--- src/rtl/gpg_defines.svh ---
/*
  Offsets, field positions, reset values and timing counts of the pin group.
  Assumes a 32-bit classic Wishbone bus, one register per aligned word.
*/
`ifndef GPG_DEFINES_SVH
`define GPG_DEFINES_SVH

// Register indices; byte address is four times the index
`define GPG_IX_MASK 6'h00
`define GPG_IX_MASK_SET 6'h01
`define GPG_IX_MASK_CLR 6'h02
`define GPG_IX_MASK_FLIP 6'h03
`define GPG_IX_LEVEL 6'h04
`define GPG_IX_LVL_SET 6'h05
`define GPG_IX_LVL_CLR 6'h06
`define GPG_IX_LVL_FLIP 6'h07
`define GPG_IX_SAMPLED 6'h08
`define GPG_IX_FLAGS 6'h09
`define GPG_IX_SETUP0 6'h10
`define GPG_IX_AL_MASK 6'h20
`define GPG_IX_AL_LEVEL 6'h21
`define GPG_IX_AL_SAMPLED 6'h22
`define GPG_IX_AL_FLAGS 6'h23

// Per-pin setup fields
`define GPG_SETUP_INV_BIT 7
`define GPG_SETUP_PULL_BIT 3
`define GPG_SETUP_SENSE_HI 2
`define GPG_SETUP_SENSE_LO 0
`define GPG_SETUP_RESET 8'h00

// Sense selection codes
`define GPG_SENSE_NONE 3'h0
`define GPG_SENSE_BOTH 3'h1
`define GPG_SENSE_RISE 3'h2
`define GPG_SENSE_FALL 3'h3
`define GPG_SENSE_BUF_OFF 3'h4
`define GPG_SENSE_LOW 3'h5

// Dead time after a pin interrupt, in peripheral clock cycles
`define GPG_DEAD_CYCLES 3

`endif

--- src/rtl/gpg_pkg.sv ---
/*
  Types shared by the pin group design.
  Assumes gpg_defines.svh is on the include path.
*/
`include "gpg_defines.svh"

package gpg_pkg;

  typedef logic [7:0] gpg_byte_t;

  typedef enum logic [2:0] {
    GPG_SENSE_NONE_E = `GPG_SENSE_NONE,
    GPG_SENSE_BOTH_E = `GPG_SENSE_BOTH,
    GPG_SENSE_RISE_E = `GPG_SENSE_RISE,
    GPG_SENSE_FALL_E = `GPG_SENSE_FALL,
    GPG_SENSE_OFF_E = `GPG_SENSE_BUF_OFF,
    GPG_SENSE_LOW_E = `GPG_SENSE_LOW
  } gpg_sense_t;

endpackage : gpg_pkg

--- src/rtl/gpg_pin_group.sv ---
/*
  General-purpose pin group: drive mask and level with set, clear and flip
  strobes, synchronised input readback, per-pin polarity, pull-up and sense
  setup, pin flags with interrupt, asynchronous level events and wake.
  Assumes a classic Wishbone master on clock and pin inputs that the pad
  ring presents as plain levels; pull-up and buffer enables go to the pads.
*/
// Register access over Wishbone was chosen for this implementation.
// Notes on behaviour
// RQ1 - Reset: drivers off, input buffers on
// RQ2 - Up to eight pins, bit n per pin
// RQ3 - Mask bit one drives level bit out
// RQ4 - Set strobe sets mask bits written one
// RQ5 - Clear strobe clears mask bits written one
// RQ6 - Flip strobe inverts mask bits written one
// RQ7 - Level set strobe sets level bits
// RQ8 - Level clear strobe clears level bits
// RQ9 - Level flip or sampled write inverts level
// RQ10 - Inputs synchronised, readable in any direction
// RQ11 - Setup for pin n at 0x10 plus n
// RQ12 - Polarity swap inverts input and output
// RQ13 - Polarity change gives internal edge seen
// RQ14 - Pull-up only when enabled and input
// RQ15 - Buffer off freezes synchroniser and sample
// RQ16 - Sense: both, rise, fall, low, none
// RQ17 - Asynchronous change sensing can request wake
// RQ18 - Fast aliases behave as regular registers
// RQ19 - Sense sets flag; request while enabled
// RQ20 - Level event follows pin, zero if off
// RQ21 - No new interrupt for three cycles
// RQ22 - Write one clears flag, set wins

`timescale 1ns/1ps

module gpg_pin_group
  import gpg_pkg::*;
#(
  parameter int PINS = 8,
  parameter int DEAD_CYC = `GPG_DEAD_CYCLES
) (
  input wire logic clock,
  input wire logic rst_b,
  input wire logic wbCyc,
  input wire logic wbStb,
  input wire logic wbWe,
  input wire logic [7:0] wbAdr,
  input wire logic [3:0] wbSel,
  input wire logic [31:0] wbDatW,
  output logic [31:0] wbDatR,
  output logic wbAck,
  input wire logic [PINS-1:0] padIn,
  output logic [PINS-1:0] padOut,
  output logic [PINS-1:0] padOeB,
  output logic [PINS-1:0] pullUpOn,
  output logic [PINS-1:0] inBufEn,
  output logic [PINS-1:0] pinEvent,
  output logic wakeReq,
  output logic irq
);

  localparam int DW = $clog2(DEAD_CYC + 1);
  localparam logic [DW-1:0] DEAD_LOAD = DW'(DEAD_CYC);

  // Bus state
  logic wbAck_q;
  logic [31:0] wbDatR_q;

  // Core registers
  logic [PINS-1:0] mask_q;
  logic [PINS-1:0] mask_d;
  logic [PINS-1:0] level_q;
  logic [PINS-1:0] level_d;
  logic [PINS-1:0] flags_q;
  logic [PINS-1:0] flags_d;

  // Output registers
  logic [PINS-1:0] padOut_q;
  logic [PINS-1:0] padOeB_q;
  logic [PINS-1:0] pullUpOn_q;
  logic [PINS-1:0] inBufEn_q;
  logic irq_q;

  // Per-pin views
  wire [PINS-1:0] invV;
  wire [PINS-1:0] pullV;
  wire [PINS-1:0] bufOnV;
  wire [PINS-1:0] senseEnV;
  wire [PINS-1:0] hitV;
  wire [PINS-1:0] sampledV;
  wire [PINS-1:0] changeV;
  wire [PINS-1:0] flagSetV;
  gpg_byte_t setupV [PINS];

  // Address decode
  wire req = wbCyc & wbStb;
  wire [5:0] rawIdx = wbAdr[7:2];

  // Fast aliases fold onto the regular indices
  wire [5:0] effIdx =
    (rawIdx == `GPG_IX_AL_MASK) ? `GPG_IX_MASK :
    (rawIdx == `GPG_IX_AL_LEVEL) ? `GPG_IX_LEVEL :
    (rawIdx == `GPG_IX_AL_SAMPLED) ? `GPG_IX_SAMPLED :
    (rawIdx == `GPG_IX_AL_FLAGS) ? `GPG_IX_FLAGS :
    rawIdx; // [RQ18]

  // Write takes effect on the edge where ack is seen high
  wire wrEn = req & wbAck_q & wbWe & wbSel[0];
  wire [PINS-1:0] wrBits = wbDatW[PINS-1:0];
  wire [7:0] wrByte = wbDatW[7:0];

  wire wrMask = wrEn & (effIdx == `GPG_IX_MASK);
  wire wrMaskSet = wrEn & (effIdx == `GPG_IX_MASK_SET);
  wire wrMaskClr = wrEn & (effIdx == `GPG_IX_MASK_CLR);
  wire wrMaskFlip = wrEn & (effIdx == `GPG_IX_MASK_FLIP);
  wire wrLevel = wrEn & (effIdx == `GPG_IX_LEVEL);
  wire wrLvlSet = wrEn & (effIdx == `GPG_IX_LVL_SET);
  wire wrLvlClr = wrEn & (effIdx == `GPG_IX_LVL_CLR);
  wire wrLvlFlip = wrEn & (effIdx == `GPG_IX_LVL_FLIP);
  wire wrSampled = wrEn & (effIdx == `GPG_IX_SAMPLED);
  wire wrFlags = wrEn & (effIdx == `GPG_IX_FLAGS);

  // Setup block: one byte-sized slot per pin
  wire [5:0] setupOff = effIdx - `GPG_IX_SETUP0;
  wire setupHit = (effIdx[5:3] == 3'h2) && (int'(setupOff[2:0]) < PINS); // [RQ11]
  wire wrSetup = wrEn & setupHit;

  // Mask strobes act only on bits written as one
  assign mask_d =
    wrMask ? wrBits :
    wrMaskSet ? (mask_q | wrBits) : // [RQ4]
    wrMaskClr ? (mask_q & ~wrBits) : // [RQ5]
    wrMaskFlip ? (mask_q ^ wrBits) : // [RQ6]
    mask_q;

  // Writing the sampled register flips the level, sample untouched
  assign level_d =
    wrLevel ? wrBits :
    wrLvlSet ? (level_q | wrBits) : // [RQ7]
    wrLvlClr ? (level_q & ~wrBits) : // [RQ8]
    (wrLvlFlip | wrSampled) ? (level_q ^ wrBits) : // [RQ9]
    level_q;

  // Clear by writing one; a set in the same cycle wins
  wire [PINS-1:0] flagClr = wrFlags ? wrBits : '0;
  assign flags_d = (flags_q & ~flagClr) | flagSetV; // [RQ22] [RQ19]

  // Read data
  wire [7:0] maskB = 8'(mask_q);
  wire [7:0] levelB = 8'(level_q);
  wire [7:0] sampB = 8'(sampledV);
  wire [7:0] flagsB = 8'(flags_q);
  wire [7:0] setupB = setupHit ? setupV[setupOff[2:0]] : 8'h00;
  // Strobe registers read back the register they act on
  wire selMask = (effIdx <= `GPG_IX_MASK_FLIP);
  wire selLevel = !selMask && (effIdx <= `GPG_IX_LVL_FLIP);
  wire selSamp = (effIdx == `GPG_IX_SAMPLED);
  wire selFlags = (effIdx == `GPG_IX_FLAGS);
  wire [7:0] rdByte =
    selMask ? maskB :
    selLevel ? levelB :
    selSamp ? sampB : // [RQ10]
    selFlags ? flagsB :
    setupB;
  wire [31:0] rdWord = {24'h000000, rdByte};

  // Request taken on the edge where ack is still low
  wire take = req & ~wbAck_q;

  // Bus slave: ack one cycle after the request, dropped the next
  always_ff @(posedge clock or negedge rst_b) begin
    if (!rst_b) begin
      wbAck_q <= 1'b0;
    end else begin
      wbAck_q <= take;
    end
  end

  // Read data latched with the request, zero on writes
  always_ff @(posedge clock or negedge rst_b) begin
    if (!rst_b) begin
      wbDatR_q <= 32'h00000000;
    end else if (take) begin
      wbDatR_q <= wbWe ? 32'h00000000 : rdWord;
    end
  end

  // Drive-enable mask
  always_ff @(posedge clock or negedge rst_b) begin
    if (!rst_b) begin
      mask_q <= '0; // [RQ1]
    end else begin
      mask_q <= mask_d;
    end
  end

  // Drive level
  always_ff @(posedge clock or negedge rst_b) begin
    if (!rst_b) begin
      level_q <= '0;
    end else begin
      level_q <= level_d;
    end
  end

  // Pin flags
  always_ff @(posedge clock or negedge rst_b) begin
    if (!rst_b) begin
      flags_q <= '0;
    end else begin
      flags_q <= flags_d;
    end
  end

  // Driven level, polarity applied at the pad
  always_ff @(posedge clock or negedge rst_b) begin
    if (!rst_b) begin
      padOut_q <= '0;
    end else begin
      padOut_q <= level_q ^ invV; // [RQ3] [RQ12]
    end
  end

  // Driver enable, low while driving
  always_ff @(posedge clock or negedge rst_b) begin
    if (!rst_b) begin
      padOeB_q <= '1; // [RQ1]
    end else begin
      padOeB_q <= ~mask_q; // [RQ3]
    end
  end

  // Pull-up follows the same mask so it never meets a driven pin
  always_ff @(posedge clock or negedge rst_b) begin
    if (!rst_b) begin
      pullUpOn_q <= '0;
    end else begin
      pullUpOn_q <= pullV & ~mask_q; // [RQ14]
    end
  end

  // Input buffer enables
  always_ff @(posedge clock or negedge rst_b) begin
    if (!rst_b) begin
      inBufEn_q <= '1; // [RQ1]
    end else begin
      inBufEn_q <= bufOnV; // [RQ15]
    end
  end

  // Interrupt request, one cycle behind the flags
  always_ff @(posedge clock or negedge rst_b) begin
    if (!rst_b) begin
      irq_q <= 1'b0;
    end else begin
      irq_q <= |(flags_q & senseEnV); // [RQ19]
    end
  end

  // Per-pin setup, synchroniser and sensing
  for (genvar n = 0; n < PINS; n++) begin : gPin // [RQ2]
    gpg_byte_t setup_q;
    logic syncA_q;
    logic syncB_q;
    logic prev_q;
    logic [DW-1:0] dead_q;
    logic [DW-1:0] dead_d;
    logic hit;
    logic chg;
    gpg_sense_t sense;
    wire inv = setup_q[`GPG_SETUP_INV_BIT];
    wire bufOn = (sense != GPG_SENSE_OFF_E);
    // Inversion before the synchroniser so a polarity change is an edge
    wire pinIn = padIn[n] ^ inv; // [RQ12] [RQ13]
    wire rise = syncB_q & ~prev_q;
    wire fall = ~syncB_q & prev_q;
    wire setFlag = hit & (dead_q == '0); // [RQ21]

    assign sense = gpg_sense_t'(setup_q[`GPG_SETUP_SENSE_HI:`GPG_SETUP_SENSE_LO]);

    always_comb begin
      case (sense)
        GPG_SENSE_BOTH_E: hit = rise | fall; // [RQ16]
        GPG_SENSE_RISE_E: hit = rise;
        GPG_SENSE_FALL_E: hit = fall;
        GPG_SENSE_LOW_E: hit = ~syncB_q;
        default: hit = 1'b0;
      endcase
    end

    // Dead time counts down after each flag set
    always_comb begin
      if (setFlag) begin
        dead_d = DEAD_LOAD; // [RQ21]
      end else if (dead_q != '0) begin
        dead_d = dead_q - DW'(1);
      end else begin
        dead_d = dead_q;
      end
    end

    always_ff @(posedge clock or negedge rst_b) begin
      if (!rst_b) begin
        setup_q <= `GPG_SETUP_RESET;
      end else if (wrSetup && (setupOff[2:0] == 3'(n))) begin
        setup_q <= wrByte; // [RQ11]
      end
    end

    // Synchroniser frozen while the input buffer is off
    // Only the second stage and prev_q are read outside this block
    always_ff @(posedge clock or negedge rst_b) begin
      if (!rst_b) begin
        syncA_q <= 1'b0;
        syncB_q <= 1'b0;
        prev_q <= 1'b0;
      end else if (bufOn) begin
        syncA_q <= pinIn; // [RQ10]
        syncB_q <= syncA_q;
        prev_q <= syncB_q;
      end // [RQ15]
    end

    always_ff @(posedge clock or negedge rst_b) begin
      if (!rst_b) begin
        dead_q <= '0;
      end else begin
        dead_q <= dead_d; // [RQ21]
      end
    end

    assign setupV[n] = setup_q;
    assign invV[n] = inv;
    assign pullV[n] = setup_q[`GPG_SETUP_PULL_BIT];
    assign bufOnV[n] = bufOn;
    assign hitV[n] = hit;
    assign flagSetV[n] = setFlag; // [RQ19]
    assign sampledV[n] = syncB_q;
    assign senseEnV[n] = (sense == GPG_SENSE_BOTH_E) |
                         (sense == GPG_SENSE_RISE_E) |
                         (sense == GPG_SENSE_FALL_E) |
                         (sense == GPG_SENSE_LOW_E);

    // Clockless change detect against the last sampled value
    always_comb begin
      case (sense)
        GPG_SENSE_BOTH_E: chg = pinIn ^ syncB_q; // [RQ17]
        GPG_SENSE_RISE_E: chg = pinIn & ~syncB_q;
        GPG_SENSE_FALL_E: chg = ~pinIn & syncB_q;
        GPG_SENSE_LOW_E: chg = ~pinIn;
        default: chg = 1'b0;
      endcase
    end

    assign changeV[n] = chg;

    // Level event must stay asynchronous to the clock
    assign pinEvent[n] = bufOn & pinIn; // [RQ20]
  end

  // Wake must work with the clock stopped, so the change path bypasses flip-flops; pending flags come from flags_q
  assign wakeReq = |(changeV | (flags_q & senseEnV)); // [RQ17]

  assign wbDatR = wbDatR_q;
  assign wbAck = wbAck_q;
  assign padOut = padOut_q;
  assign padOeB = padOeB_q;
  assign pullUpOn = pullUpOn_q;
  assign inBufEn = inBufEn_q;
  assign irq = irq_q;

endmodule : gpg_pin_group

--- config.mk ---
export PLATFORM = sky130hd
export DESIGN_NAME = gpg_pin_group
export DESIGN_NICKNAME = d
export VERILOG_FILES = /design/src/rtl/gpg_pkg.sv /design/src/rtl/gpg_pin_group.sv
export VERILOG_INCLUDE_DIRS = /design/src /design/src/rtl
export SDC_FILE = /design/constraint.sdc
export NUM_CORES = 1
export LEC_CHECK = 0
export BUFFER_PORTS_ARGS = -buffer_cell sky130_fd_sc_hd__clkbuf_2
export CAP_MARGIN = 20
export CORE_AREA = 5 5 121 169
export DETAILED_ROUTE_END_ITERATION = 8
export DIE_AREA = 0 0 126 174
export HOLD_SLACK_MARGIN = 0.05
export PLACE_DENSITY_LB_ADDON = 0.12
export SYNTH_ARGS = -nofsm -noshare
export SYNTH_HDL_FRONTEND = slang
export SYNTH_SLANG_ARGS = --single-unit
--- constraint.sdc ---
create_clock -name clock -period 6.7 [get_ports clock]
set_input_delay 1.005 -clock clock [delete_from_list [all_inputs] [get_ports clock]]
set_output_delay 1.005 -clock clock [all_outputs]
set_load 0.02 [all_outputs]
==> results.yml, run 1 <==
status:
  run_status: "completed"
global_routing:
  grt_max_degree: 96
  first_global_vias: 7299
  grt_pass1_wl_mm: 42.4
  grtUsageTotal_pct: 24.9
  antenna_found_initial: 0
  grt-ovfl-total: 0
final_layout:
  instances_no_fill: 1293
  largest_reg_flops: 64
  nets: 1161
  final_layout_size_suffix_gt1_share_pct: 23.2
  fillers: 1676
  n_antenna_cell: 0
  syn_to_final_growth_pct: 9.84
  largest_registers: "gPin.setup_q (64), gPin.dead_q (16)"
  largest_register: "gPin.setup_q"
clocking:
  h-tree-depth: 4
  ctsResizeCount: 0
  cts-root-buf: "clkbuf_16"
  clock_sinks: 170
  clk_path_buf_depth: 2
  cts_hold_buf: 0
  post-cts-setup-buffers: 0
  cts_buffers: 17
  clkLatencyLatePin_ns: 0.44
  clk_pin_slew_ns: 0.07
  tritoncts: "done"
place:
  portBuffers: 78
  post-place-cells: 1261
  hpwlAfterDp_mm: 19.7
  gp_congestion: 0.900
pwr:
  powerDensity_nw_per_um2: 232
  peakVddDrop_mv: 0.155
  power_w: 0.00257
  p_leak_nw: 5.35
setup_path:
  worstSetupPathType: "in2out"
  crit_family: "simple AND/OR/NAND/NOR gates"
  endpoint_kind: "output pin"
  cp_cell_sequence: "clkbuf_2, xor2_1, inv_1, ha_1, mux2_2, nand2_1, o21ai_0, or4_1, nor4_1, nand2_1, clkbuf_2"
  critPathSlowestCell: "or4_1"
  cp_max_fo: 4
  critPathMaxStageDelay_ns: 0.53
  arrival_ns: 3.14
  cp.required_ns: 5.69
  crit_buf_inv: 3
  crit_path_start_kind: "input pin"
logic_synthesis:
  syn_avg_cell_area_um2: 10.3
  synth_area_leaders: "dfrtp_1 38%, mux2_2 9.5%, ha_1 8.9%, dfstp_2 4.2%, nand2_1 3.5%"
  netlist_area_um2: 10100
  postSynthCellCount: 979
  ys.flop_type: "dfrtp_1"
  ys_seq_area_share_pct: 42.4
  yosysWarningCount: 0
  synth_enable_flop_cells: 0
  synth-seq-cells: 170
  synth_cell_type_count: 77
  yosysTopAreaCellShare_pct: 38.2
  yosysMostFrequentCell: "dfrtp_1"
  synthArstFlopShare_pct: 100
  synth_commonest_cells: "154 x dfrtp_1, 95 x nand2_1, 85 x mux2_2"
  yosys.area.top_type: "dfrtp_1"
routing:
  dr.pass1.iters: 7
  drc: 0
  wl_per_cell_um: 20.9
  drt_iter0_drc: 601
  wirelength_mm: 27.0
  viasPerCell: 5.79
  num_vias: 7483
  postRouteAntennaNets: 0
sta:
  slew_violations: 0
  tightestPinTransition_ns: 1.13
  finalCritPeriodShare_pct: 61.9
  rsz0062_at_grt: "no"
  max_freq_mhz: 241
  finalSetupViolCount: 0
  hold_viol: 0
  slew_headroom_pct: 23.6
  setup-tns-final_ns: 0
  skew_ns: 0.00949
  post-route-min-period_ns: 4.15
floorplanning:
  initial_utilization_pct: 53.3
  io_pins: 132
  die_x_um: 126
  die-area_um2: 21900
  row_count: 60
  die_h_um: 174
  core_um2: 18900
worst_hold_path:
  hold_class: "reg2reg"
run:
  cap_violations: 0
[through the flow]
stage	setup slack (ns)	cell area [um^2]	util, %	hold slack (ns)
floorplan	2.93	10200	-	0.442
global placement	2.55	10500	55.4	0.458
detailed placement	2.55	10500	55.4	0.466
CTS	2.54	11100	58.5	0.475
global route	2.46	11100	58.5	0.482
finish	2.55	11100	58.5	0.473
[layout by cell type, fill, tap and decap left out, drive strengths merged, types with 16 or more instances in the layout]
cell / synthesis / layout
inv: 84 / 92
mux2: 88 / 88
o21ai: 61 / 61
mux2i: 28 / 28
dfrtp: 154 / 154
a21oi: 26 / 26
nor2b: 16 / 16
clkbuf: 26 / 94
dfstp: 16 / 16
nand2: 97 / 97
ha: 72 / 72
nor2: 46 / 46
conb: 1 / 24
[power breakdown]
group	total, W	switching (W)	internal [W]
Combinational	0.000408	0.000246	0.000162
Sequential	0.00115	0.0000450	0.00110
Clock	0.00102	0.000452	0.000564
[per-layer routing]
metal | vias to the layer above | track usage [%] | wire (um)
met5 | - | 0 | 0
met4 | 0 | 11.2 | 1250
met3 | 51 | 4.40 | 1240
met2 | 213 | 41.4 | 13500
met1 | 3701 | 31.8 | 11000
li1 | 3518 | - | -
[logic make-up after synthesis]
kind of cell               Yosys count  share of synthesized area, %
adders and majority gates           72                          8.93
buffers and inverters              154                          7.37
other                                1                        0.0372
DFF                                170                          42.4
muxes                              116                          12.6
AOI/OAI and AO/OA                  205                          13.9
and+or+nand+nor                    245                          13.4
xor gates and xnor gates            16                          1.39
[cell type report]
cell class | instances | area, um^2 | area share (%)
multi-input combinational | 678 | 5150 | 46.5
sequential | 170 | 4270 | 38.6
clock buffer | 17 | 425 | 3.84
timing repair buffer | 81 | 419 | 3.78
inverter | 84 | 315 | 2.85
tap | 248 | 310 | 2.80
clock inverter | 15 | 179 | 1.62
[worst reg2reg max path, stage by stage, from the launching register on]
cell	delay [ns]
dfrtp_1	0.35
and4_1	0.26
and2_1	0.37
nand3b_4	0.20
nor4_4	0.77
mux2_2	0.43
[final timing paths]
path / start / end / slack (ns) / cells past startpoint
max: padIn[2] / wakeReq / 2.55 / 11
min: gPin[4].dead_q[0] / gPin[4].dead_q[0] / 0.47 / 1
min in group asynchronous: rst_b / gPin[3].syncB_q / 0.67 / 1
max reg2reg: wbAck / gPin[2].setup_q[6] / 4.21 / 5
min reg2reg: gPin[4].dead_q[0] / gPin[4].dead_q[0] / 0.47 / 1
max in group asynchronous: rst_b / gPin[2].setup_q[4] / 4.54 / 2
Note: power is estimated with default switching activity, not from simulation.
==> run 2: changes to the inputs <==
==> constraint.sdc (replaced) <==
create_clock -name clock -period 4 [get_ports clock]
set_input_delay 0.6 -clock clock [delete_from_list [all_inputs] [get_ports clock]]
set_output_delay 0.6 -clock clock [all_outputs]
set_load 0.02 [all_outputs]
==> run 2 against run 1 <==
Clock power rose by 72%. Clock skew is essentially flat. Hold slack got worse by 0.29 ns. Global-route usage rose by 0.15 points. Cell area is 1.1% higher.
==> results.yml, run 2 (synthesized netlist as in run 1, its figures left out) <==
setup_path:
  cp_cell_sequence: "xor2_1, inv_1, ha_1, mux2_2, nand2_1, o21ai_0, or4_1, nor4_1, nand2_1, clkbuf_2"
  critPathMaxStageDelay_ns: 0.53
  crit_path_start_kind: "flop"
  crit_buf_inv: 2
  endpoint_kind: "output pin"
  crit_family: "simple AND/OR/NAND/NOR gates"
  cp.required_ns: 3.40
  cp_max_fo: 4
  critPathSlowestCell: "or4_1"
  critical_path.most_common_cell: "nand2_1"
  worstSetupPathType: "reg2out"
  arrival_ns: 3.02
sta:
  post-route-min-period_ns: 3.62
  hold_viol: 0
  max_freq_mhz: 276
  rsz0062_at_grt: "no"
  slew_violations: 0
  slew_headroom_pct: 36.8
  holdWs_ns: 0.183
  skew_ns: 0.00929
  setup-tns-final_ns: 0
  tightestPinTransition_ns: 0.943
  finalCritPeriodShare_pct: 90.4
  finalSetupViolCount: 0
final_layout:
  largest_reg_flops: 64
  largest_register: "gPin.setup_q"
  fillers: 1637
  syn_to_final_growth_pct: 11.0
  most-common-layout-cells: "154 x dfrtp_1, 95 x nand2_1, 85 x mux2_2"
  utilization_pct: 59.2
  nets: 1172
  largest_registers: "gPin.setup_q (64), gPin.dead_q (16)"
  final_layout_size_suffix_gt1_share_pct: 24.0
  layout_commonest_cell: "dfrtp_1"
pwr:
  peakVddDrop_mv: 0.259
  switching_power_w: 0.00121
  p_seq_share_pct: 44.1
  power_w: 0.00436
  power.internal_w: 0.00316
  p_leak_nw: 5.42
  clkPwrFrac_pct: 40.2
  p_comb_share_pct: 15.7
  powerDensity_nw_per_um2: 390
  swShare_pct: 27.7
routing:
  num_vias: 7615
  postRouteAntennaNets: 0
  wl_per_cell_um: 20.7
  drc: 0
  dr.pass1.iters: 5
  viasPerCell: 5.84
  wirelength_mm: 27.0
  drt_iter0_drc: 557
global_routing:
  grt-ovfl-total: 0
  grt_pass1_wl_mm: 43.0
  grt_max_degree: 80
  use_met3_pct: 4.40
  grtUsageTotal_pct: 25.1
  met1_usage_pct: 31.4
  use_met2_pct: 42.1
  antenna_found_initial: 0
  first_global_vias: 7609
  top_usage_layer: "met2"
clocking:
  tritoncts: "done"
  post-cts-setup-buffers: 0
  clk_path_buf_depth: 2
  cts_buffers: 17
  ctsResizeCount: 0
  cts-root-buf: "clkbuf_16"
  clock_sinks: 170
  clkLatencyLatePin_ns: 0.43
  clk_pin_slew_ns: 0.07
  cts_hold_buf: 0
  h-tree-depth: 4
floorplanning:
  die-area_um2: 21900
  row_count: 60
  die_h_um: 174
  die_x_um: 126
  initial_utilization_pct: 53.3
  io_pins: 132
  core_um2: 18900
run:
  cap_violations: 0
place:
  gp_congestion: 0.948
  portBuffers: 78
  hpwlAfterDp_mm: 20.2
status:
  run_status: "completed"
worst_hold_path:
  hold_class: "in2async"
[run 2: cell count changes in the layout (fill, tap and decap cells not counted)]
cell        change
inv_8           -3
clkbuf_8        +2
buf_4          +10
diode_2         +1
inv_6           +2
buf_12          +1
clkinv_2        +1
bufinv_16       +1
clkinv_4        -1
clkinvlp_4      -2
[run 2: worst register-to-register path: stages (launching register included)]
cell	delay, ns
dfrtp_1	0.36
and4_1	0.25
and2_1	0.33
nand3b_4	0.20
nor3_2	0.79
mux2_2	0.43
[run 2: area by class of cell]
cell class	count	area [um^2]	area share [%]
multi-input combinational	678	5150	46.0
clock buffer	19	453	4.05
timing repair buffer	92	514	4.59
antenna	1	2.50	0.0224
inverter	84	315	2.82
sequential	170	4270	38.2
clock inverter	13	174	1.55
tap	248	310	2.77
[run 2: routing by layer]
metal / up-vias / part of all wire [%]
met5: - / 0
met4: 0 / 4.5
met1: 3791 / 41
met3: 66 / 4.5
li1: 3543 / -
met2: 215 / 50
[run 2: worst paths after layout]
path	cells past startpoint	slack, ns	to	from
worst max-delay path	10	0.38	wakeReq	gPin[2].setup_q[7]
worst min-delay path	1	0.18	gPin[2].syncA_q	rst_b
max in group asynchronous	2	2.92	inBufEn[5]	rst_b
min in group clock	1	0.48	gPin[3].dead_q[0]	gPin[3].dead_q[0]
worst max register to register	5	1.54	gPin[7].setup_q[0]	wbAck
worst min register to register	1	0.48	gPin[3].dead_q[0]	gPin[3].dead_q[0]
[run 2: power by group through the flow]
stage	combinational (W)	clock, W	sequential [W]
6_report	0.000684	0.00175	0.00193
5_1_grt	0.000784	0.00185	0.00194
4_1_cts	0.000695	0.00179	0.00193
3_5_place_dp	0.000692	0	0.00196
3_3_place_gp	0.000670	0	0.00196
2_1_floorplan	0.000514	0	0.00194
[run 2: through the flow]
step / cell area, um^2 / setup slack, ns / std cells
after floorplan: 10200 / 1.04 / 1002
after global placement: 10600 / 0.672 / 1272
after detailed placement: 10600 / 0.635 / 1272
after CTS: 11200 / 0.365 / 1304
after global routing: 11200 / 0.216 / 1304
final: 11200 / 0.383 / 1305
